==> src/shared/pab_pkg.sv <==
// Package of constants and types for the dual pipeline converter digital back end.
//
// Overview of operation
// - Derive a non-overlapping two-phase clock, sample and hold, from the master clock.
// - Take the sample as the sample phase ends; the hold phase follows after one gap cycle.
// - Each channel has eight two-bit stages and a final two-bit ninth stage.
// - Adjacent stages run in opposite phases; alternate stages act together.
// - Every stage's two-bit word enters a delay line advanced by the internal clock.
// - The delay line aligns all nine stage codes of one sample into eighteen bits.
// - Correction uses the redundant bits to produce one ten-bit result per sample.
// - A sample's word reaches the output after the sixth sampling cycle.
// - After the latency, one new output word appears every sampling cycle.
// - Output is offset binary, bit 9 the MSB, all ones at positive full scale.
// - Two independent channels share the one sampling clock.
// - Output words are invalid until twenty sampling cycles have run after power-up.
package pab_pkg;

    // -----------------------------------------------------------------
    // Geometry of the pipeline
    // -----------------------------------------------------------------
    localparam int unsigned STAGES       = 9;
    localparam int unsigned CODE_W       = 2;
    localparam int unsigned RAW_W        = STAGES * CODE_W;
    localparam int unsigned WORD_W       = 10;
    localparam int unsigned LINE_DEPTH   = 9;
    localparam int unsigned CHANNELS     = 2;

    // -----------------------------------------------------------------
    // Counts in sampling cycles and buffer sizing
    // -----------------------------------------------------------------
    localparam int unsigned LATENCY_CYCLES = 6;
    localparam logic [4:0]  WARMUP_CYCLES  = 5'h14;
    localparam int unsigned FIFO_DEPTH     = 16;

    // -----------------------------------------------------------------
    // Code values
    // -----------------------------------------------------------------
    localparam logic [1:0]        CODE_TOP  = 2'h3;
    localparam logic [1:0]        CODE_MAX  = 2'h2;
    localparam logic [WORD_W-1:0] WORD_FULL = 10'h3ff;
    localparam logic [WORD_W-1:0] WORD_MID  = 10'h200;

    // Phase sequencer: one core clock per state, four per sampling cycle.
    typedef enum logic [1:0] {
        PH_SAMPLE,
        PH_GAP_A,
        PH_HOLD,
        PH_GAP_B
    } pab_phase_t;

endpackage

==> src/verilog/pab_backend.sv <==
// Dual-channel pipeline converter back end: phase clocks, delay line, correction, output.
`timescale 1ns/10ps
`default_nettype none
module pab_backend (
    // Clock and reset.
    input  wire logic                               core_clk,
    input  wire logic                               rst_n,
    // Raw stage codes, stage i in bits [2i+1:2i], from the comparator latches.
    input  wire logic [pab_pkg::RAW_W-1:0]          chan_a_stage_codes,
    input  wire logic [pab_pkg::RAW_W-1:0]          chan_b_stage_codes,
    // Downstream capture handshake.
    input  wire logic                               capture_ready,
    // Internal two-phase clock to the analog stages.
    output logic                                    phase_sample,
    output logic                                    phase_hold,
    // Sample words and status.
    output logic [pab_pkg::WORD_W-1:0]              chan_a_output_bits,
    output logic [pab_pkg::WORD_W-1:0]              chan_b_output_bits,
    output logic                                    word_strobe,
    output logic                                    data_valid,
    output logic                                    overrun
);
    import pab_pkg::*;

    typedef struct packed {
        pab_phase_t                                              seq;
        logic                                                    ph_sample;
        logic                                                    ph_hold;
        logic [CHANNELS-1:0][STAGES-1:0][LINE_DEPTH-1:0][CODE_W-1:0] line;
        logic [CHANNELS-1:0][WORD_W-1:0]                         corr;
        logic [CHANNELS-1:0][WORD_W-1:0]                         out_word;
        logic                                                    out_strobe;
        logic                                                    out_valid;
        logic                                                    overrun;
        logic [4:0]                                              warm_cnt;
    } pab_state_t;

    pab_state_t                      st_ff;
    pab_state_t                      nxt_st;
    logic [CHANNELS-1:0][RAW_W-1:0]  aligned;
    logic [CHANNELS-1:0][RAW_W-1:0]  codes_in;
    logic                            sample_end;
    logic                            hold_end;
    logic                            fifo_in_ready;
    logic                            fifo_out_valid;
    logic                            fifo_out_ready;
    logic [2*WORD_W-1:0]             fifo_out_data;

    // -----------------------------------------------------------------
    // Error correction
    // -----------------------------------------------------------------

    // Stage i weighs 2^(8-i); the ninth flash code adds directly. Code 3 from a
    // redundant stage is an impossible decision and is pulled back to 2.
    function automatic logic [WORD_W-1:0] pab_correct(input logic [RAW_W-1:0] raw);
        logic [WORD_W:0] acc;
        logic [1:0]      c;
        acc = '0;
        c   = '0;
        for (int i = 0; i < STAGES - 1; i++) begin
            c = raw[CODE_W*i +: CODE_W];
            if (c == CODE_TOP) begin
                c = CODE_MAX;
            end
            acc = acc + ((WORD_W+1)'(c) << (STAGES - 1 - i));
        end
        acc = acc + (WORD_W+1)'(raw[RAW_W-1 -: CODE_W]);
        return acc[WORD_W-1:0];
    endfunction

    // -----------------------------------------------------------------
    // Next state
    // -----------------------------------------------------------------
    assign codes_in[0]    = chan_a_stage_codes;
    assign codes_in[1]    = chan_b_stage_codes;
    // Phase ends follow the registered phases: reset leaves the sequencer in its
    // sample state with the phase low, and that must not count as a sample end.
    assign sample_end     = st_ff.ph_sample;
    assign hold_end       = st_ff.ph_hold;
    assign fifo_out_ready = sample_end && capture_ready;

    // The gap states keep the phases apart by a full core clock each way.
    always_comb begin
        nxt_st  = st_ff;
        aligned = '0;
        case (st_ff.seq)
            PH_SAMPLE: nxt_st.seq = PH_GAP_A;
            PH_GAP_A:  nxt_st.seq = PH_HOLD;
            PH_HOLD:   nxt_st.seq = PH_GAP_B;
            PH_GAP_B:  nxt_st.seq = PH_SAMPLE;
            default:   nxt_st.seq = PH_SAMPLE;
        endcase
        nxt_st.ph_sample = (nxt_st.seq == PH_SAMPLE);
        nxt_st.ph_hold   = (nxt_st.seq == PH_HOLD);

        // Every phase end shifts all lines; the tap only reads entries that
        // were taken at the end of the stage's own phase.
        if (sample_end || hold_end) begin
            for (int ch = 0; ch < CHANNELS; ch++) begin
                for (int s = 0; s < STAGES; s++) begin
                    nxt_st.line[ch][s] = {st_ff.line[ch][s][LINE_DEPTH-2:0],
                                          codes_in[ch][CODE_W*s +: CODE_W]};
                end
            end
        end

        // Stage s of a sample was taken 8-s half cycles before the ninth stage.
        for (int ch = 0; ch < CHANNELS; ch++) begin
            for (int s = 0; s < STAGES; s++) begin
                aligned[ch][CODE_W*s +: CODE_W] = nxt_st.line[ch][s][STAGES-1-s];
            end
        end
        if (hold_end) begin
            for (int ch = 0; ch < CHANNELS; ch++) begin
                nxt_st.corr[ch] = pab_correct(aligned[ch]);
            end
        end

        // Output register loads both channels from one FIFO word.
        nxt_st.out_strobe = 1'b0;
        if (fifo_out_ready && fifo_out_valid) begin
            nxt_st.out_word   = fifo_out_data;
            nxt_st.out_strobe = 1'b1;
            nxt_st.out_valid  = (st_ff.warm_cnt == WARMUP_CYCLES);
        end
        if (sample_end && st_ff.warm_cnt != WARMUP_CYCLES) begin
            nxt_st.warm_cnt = st_ff.warm_cnt + 1'b1;
        end
        // A stalled reader cannot stop the converter; lost words are flagged.
        if (sample_end && !fifo_in_ready) begin
            nxt_st.overrun = 1'b1;
        end
    end

    // State register.
    always_ff @(posedge core_clk or negedge rst_n) begin
        if (!rst_n) begin
            st_ff <= '0;
        end else begin
            st_ff <= nxt_st;
        end
    end

    // -----------------------------------------------------------------
    // Output buffer
    // -----------------------------------------------------------------

    // Words enter at the sample end two core cycles after correction so the output lands after cycle six.
    pab_fifo #(
        .WIDTH (2*WORD_W),
        .DEPTH (FIFO_DEPTH)
    ) u_fifo (
        .core_clk  (core_clk),
        .rst_n     (rst_n),
        .in_valid  (sample_end),
        .in_ready  (fifo_in_ready),
        .in_data   (st_ff.corr),
        .out_valid (fifo_out_valid),
        .out_ready (fifo_out_ready),
        .out_data  (fifo_out_data)
    );

    // Outputs, all straight from the state register.
    assign phase_sample       = st_ff.ph_sample;
    assign phase_hold         = st_ff.ph_hold;
    assign chan_a_output_bits = st_ff.out_word[0];
    assign chan_b_output_bits = st_ff.out_word[1];
    assign word_strobe        = st_ff.out_strobe;
    assign data_valid         = st_ff.out_valid;
    assign overrun            = st_ff.overrun;
endmodule
`default_nettype wire

==> src/verilog/pab_fifo.sv <==
// Word FIFO with valid and ready on both sides.
`timescale 1ns/10ps
`default_nettype none
module pab_fifo #(
    parameter int unsigned WIDTH = 20,
    parameter int unsigned DEPTH = 16
) (
    // Clock and reset.
    input  wire logic             core_clk,
    input  wire logic             rst_n,
    // Filling side.
    input  wire logic             in_valid,
    output logic                  in_ready,
    input  wire logic [WIDTH-1:0] in_data,
    // Draining side.
    output logic                  out_valid,
    input  wire logic             out_ready,
    output logic [WIDTH-1:0]      out_data
);
    localparam int unsigned AW = $clog2(DEPTH);

    typedef struct packed {
        logic [DEPTH-1:0][WIDTH-1:0] mem;
        logic [AW-1:0]               wr_ptr;
        logic [AW-1:0]               rd_ptr;
        logic [AW:0]                 count;
    } pab_fifo_state_t;

    pab_fifo_state_t st_ff;
    pab_fifo_state_t nxt_st;
    logic            push;
    logic            pop;

    // Flags come straight from the count, so full and empty never lie.
    assign in_ready  = (st_ff.count != (AW+1)'(DEPTH));
    assign out_valid = (st_ff.count != '0);
    assign out_data  = st_ff.mem[st_ff.rd_ptr];
    assign push      = in_valid && in_ready;
    assign pop       = out_valid && out_ready;

    // Pointer and count update; a push and pop together leave the count alone.
    always_comb begin
        nxt_st = st_ff;
        if (push) begin
            nxt_st.mem[st_ff.wr_ptr] = in_data;
            nxt_st.wr_ptr            = st_ff.wr_ptr + 1'b1;
        end
        if (pop) begin
            nxt_st.rd_ptr = st_ff.rd_ptr + 1'b1;
        end
        if (push && !pop) begin
            nxt_st.count = st_ff.count + 1'b1;
        end else if (pop && !push) begin
            nxt_st.count = st_ff.count - 1'b1;
        end
    end

    // State register.
    always_ff @(posedge core_clk or negedge rst_n) begin
        if (!rst_n) begin
            st_ff <= '0;
        end else begin
            st_ff <= nxt_st;
        end
    end
endmodule
`default_nettype wire
==> config.mk <==
export PLATFORM = sky130hd
export DESIGN_NAME = pab_backend
export DESIGN_NICKNAME = d
export VERILOG_FILES = /design/src/shared/pab_pkg.sv /design/src/verilog/pab_backend.sv /design/src/verilog/pab_fifo.sv
export SDC_FILE = /design/constraint.sdc
export NUM_CORES = 1
export LEC_CHECK = 0
export ABC_AREA = 0
export BUFFER_PORTS_ARGS = -buffer_cell sky130_fd_sc_hd__buf_2
export CAP_MARGIN = 15
export CORE_UTILIZATION = 30
export DETAILED_ROUTE_END_ITERATION = 12
export PLACE_DENSITY_LB_ADDON = 0.25
export SYNTH_ARGS = -nofsm -noshare
export SYNTH_HDL_FRONTEND = slang
export SYNTH_SLANG_ARGS = --single-unit
==> constraint.sdc <==
create_clock -name core_clk -period 4.9 [get_ports core_clk]
set_input_delay 0.245 -clock core_clk [delete_from_list [all_inputs] [get_ports core_clk]]
set_output_delay 0.245 -clock core_clk [all_outputs]
set_load 0.01 [all_outputs]
==> results.yml <==
critical_path:
  ff2ff_path_depth: 10
  worst_setup_path_end_kind: "register"
  start_kind: "register"
  crit_arrival_ps: 3890
  r2r-end: "st_ff[37]$_DFFE_PN0P_"
  critPathMaxFanout: 46
  r2r_slack_ps: 1480
  criticalPathCategory: "register to register"
  reg2reg_from: "phase_sample$_DFF_PN0_"
  crit_required_ps: 5370
sta:
  tns_ps: 0
  slew_violations: 0
  slew_headroom: 0.2043
  hold_viol_final: 0
  skew_ps: 21.96
  rsz0062_at_grt: "no"
  setup_viol_count_final: 0
  period_share: 0.6978
  fin_crit_ps: 3419
  fmax_mhz: 292.5
  worst_slew_pin_slew_ps: 1163
  timing.final.ws_setup_ps: 1481
detailed_routing:
  wire_per_inst_um: 17.83
  ant_nets: 0
  drt_iter0_markers: 764
  drc: 0
  drtPass1Iterations: 7
  num_vias: 15140
  vias_per_cell: 4.786
  wl_um: 56420
floorplan:
  dieArea_um2: 83820
  ios: 64
  coreArea_um2: 81980
  rows: 105
  fp.dieW_um: 289.5
  die_h_um: 289.5
  start_util: 0.3025
clock_network:
  cts_resized: 0
  cts_buffer_depth: 3
  clockRootBuffer: "clkbuf_16"
  clock_latency_ps: 600
  clkTransAtPathRegs_ps: 60
  postCtsSetupBuffers: 0
  cts_tree: "done"
  clock_sinks: 563
  cts_hold_buf: 36
  cts_buffers: 66
  htree_levels: 3
synth:
  synth_ff_type: "dfrtp_1"
  synth_top_area_cell: "dfrtp_1"
  ys_seq_area_frac: 0.5681
  yosysMostFrequentCell: "dfrtp_1"
  synth_cells: 1997
  synthTopCellsByCount: "dfrtp_1, nand2_1, mux2_1"
  synth_fp_nets: 2070
  synth_cell_types: 55
  synth_edf_count: 0
  netlist_top_cells_area: "dfrtp_1, mux2_1, nand2_1, mux4_2, mux2_2"
  synth_warnings: 0
  synth_top_area_share: 0.5681
  synth-seq-cells: 563
  syn_area_um2: 24800
  async_reset_ff_frac: 1.000
  syn_area_per_cell_um2: 12.42
final_layout:
  drive_above_1_share: 0.1634
  num-nets-final: 2119
  fin_cells: 3164
  synthToLayoutAreaGrowth_pct: 15.10
grt:
  top_usage_layer: "met2"
  grt_pass1_vias: 15960
  grtUsageMet2: 0.2274
  track_usage: 0.1402
  overflow: 0
  use_met3: 0.02567
  grt_max_degree: 130
  grt_pass1_wl_um: 92440
  antenna_found_initial: 0
  grt_util_met1: 0.1917
hold_path:
  hold-path-endpoint: "st_ff[355]$_DFF_PN0_"
  min-delay-start: "chan_b_stage_codes[17]"
  hp-class: "primary input to register"
  hold_depth: 3
job:
  maxCapViolCount: 0
placement:
  io_buffers: 63
  dp_hpwl_um: 35240
  gp_congestion: 0.7387
  dp_cells: 3012
  dp_slack_ps: 1452
power:
  ir_drop_v: 0.0002335
  power_density_nw_per_um2: 519.1
  p_leak_nw: 13.34
status:
  status: "finished, final reports clean"
[worst max path at each step]
stage | cells past startpoint | from | slack [ps] | end
detailed placement | 10 | phase_sample$_DFF_PN0_ | 1450 | st_ff[37]$_DFFE_PN0P_
finish | 10 | phase_sample$_DFF_PN0_ | 1480 | st_ff[37]$_DFFE_PN0P_
global placement | 10 | phase_sample$_DFF_PN0_ | 1520 | st_ff[37]$_DFFE_PN0P_
global route | 10 | phase_sample$_DFF_PN0_ | 1160 | st_ff[37]$_DFFE_PN0P_
floorplan | 13 | phase_hold$_DFF_PN0_ | 1680 | st_ff[45]$_DFFE_PN0P_
CTS | 10 | phase_sample$_DFF_PN0_ | 1460 | st_ff[37]$_DFFE_PN0P_
[routing by layer]
| metal | vias to the layer above | part of all wire |
|---|---|---|
| met2 | 234 | 0.47 |
| li1 | 7007 | - |
| met5 | - | 0 |
| met1 | 7807 | 0.47 |
| met4 | 0 | 0.023 |
| met3 | 95 | 0.035 |
[cell type report]
type / instances / area, µm²
Fill cell: 8189 / 53430
Sequential cell: 563 / 14100
Multi-Input combinational cell: 1264 / 9912
Clock buffer: 100 / 1941
Tap cell: 1070 / 1339
Timing Repair Buffer: 135 / 1018
Clock inverter: 15 / 177.7
Inverter: 16 / 60.06
Antenna cell: 1 / 2.502
[layout by cell type (no fill, tap or decap), types with 17 or more instances in the layout]
master and n:
buf_2 62, buf_4 31, dfrtp_1 560, clkbuf_1 19, mux4_2 80, clkbuf_16 67, a211oi_1 20, mux2_2 48
a21oi_1 22, mux2i_1 21, nor2b_1 23, dlygate4sd3_1 36, ha_1 31, mux2_1 281, nor2_1 30, nand2_1 561
o21ai_0 17
[critical path, cell delays in order (launching register included)]
cell and delay (ps):
dfrtp_1 540, or2_4 510, buf_4 470, nand2_1 140, nand2_1 120, a21oi_1 50
ha_1 360, a211oi_1 380, o21ai_0 210, and3b_1 200, or3_1 300
[cells by family after synthesis]
group           Yosys count  synth area share
buf+inv                 170           0.03269
simple gates            655            0.1054
flops                   563            0.5681
xor+xnor                 16          0.005651
mux                     430            0.2305
compound gates          129           0.03960
fa+ha+maj                34           0.01806
[registers in the layout (all words and copies together) (netlist names)]
register and cells:
chan_b_output_bits 10, phase_hold 1, st_ff 205, u_fifo.st_ff 333, data_valid 1, overrun 1
chan_a_output_bits 10, word_strobe 1, phase_sample 1
[through the flow]
| step | power, W | instance area [µm²] | hold slack, ps | utilization |
|---|---|---|---|---|
| after global routing | 0.01570 | 28540 | 18.58 | 0.3482 |
| final | 0.01482 | 28550 | 32.92 | 0.3482 |
| after detailed placement | 0.01017 | 26070 | 435.9 | 0.3180 |
| after global placement | 0.009985 | 26070 | 428.0 | 0.3180 |
| after CTS | 0.01508 | 28540 | 12.04 | 0.3482 |
| after floorplan | 0.009218 | 24800 | -50.59 | - |
[power by group]
part | internal [W] | switching, W | total, W
logic | 0.00185 | 0.00119 | 0.00304
registers | 0.00592 | 0.00106 | 0.00698
clock network | 0.00285 | 0.00194 | 0.00480
total | 0.0106 | 0.00419 | 0.0148
(Power assumes the default switching activity.)
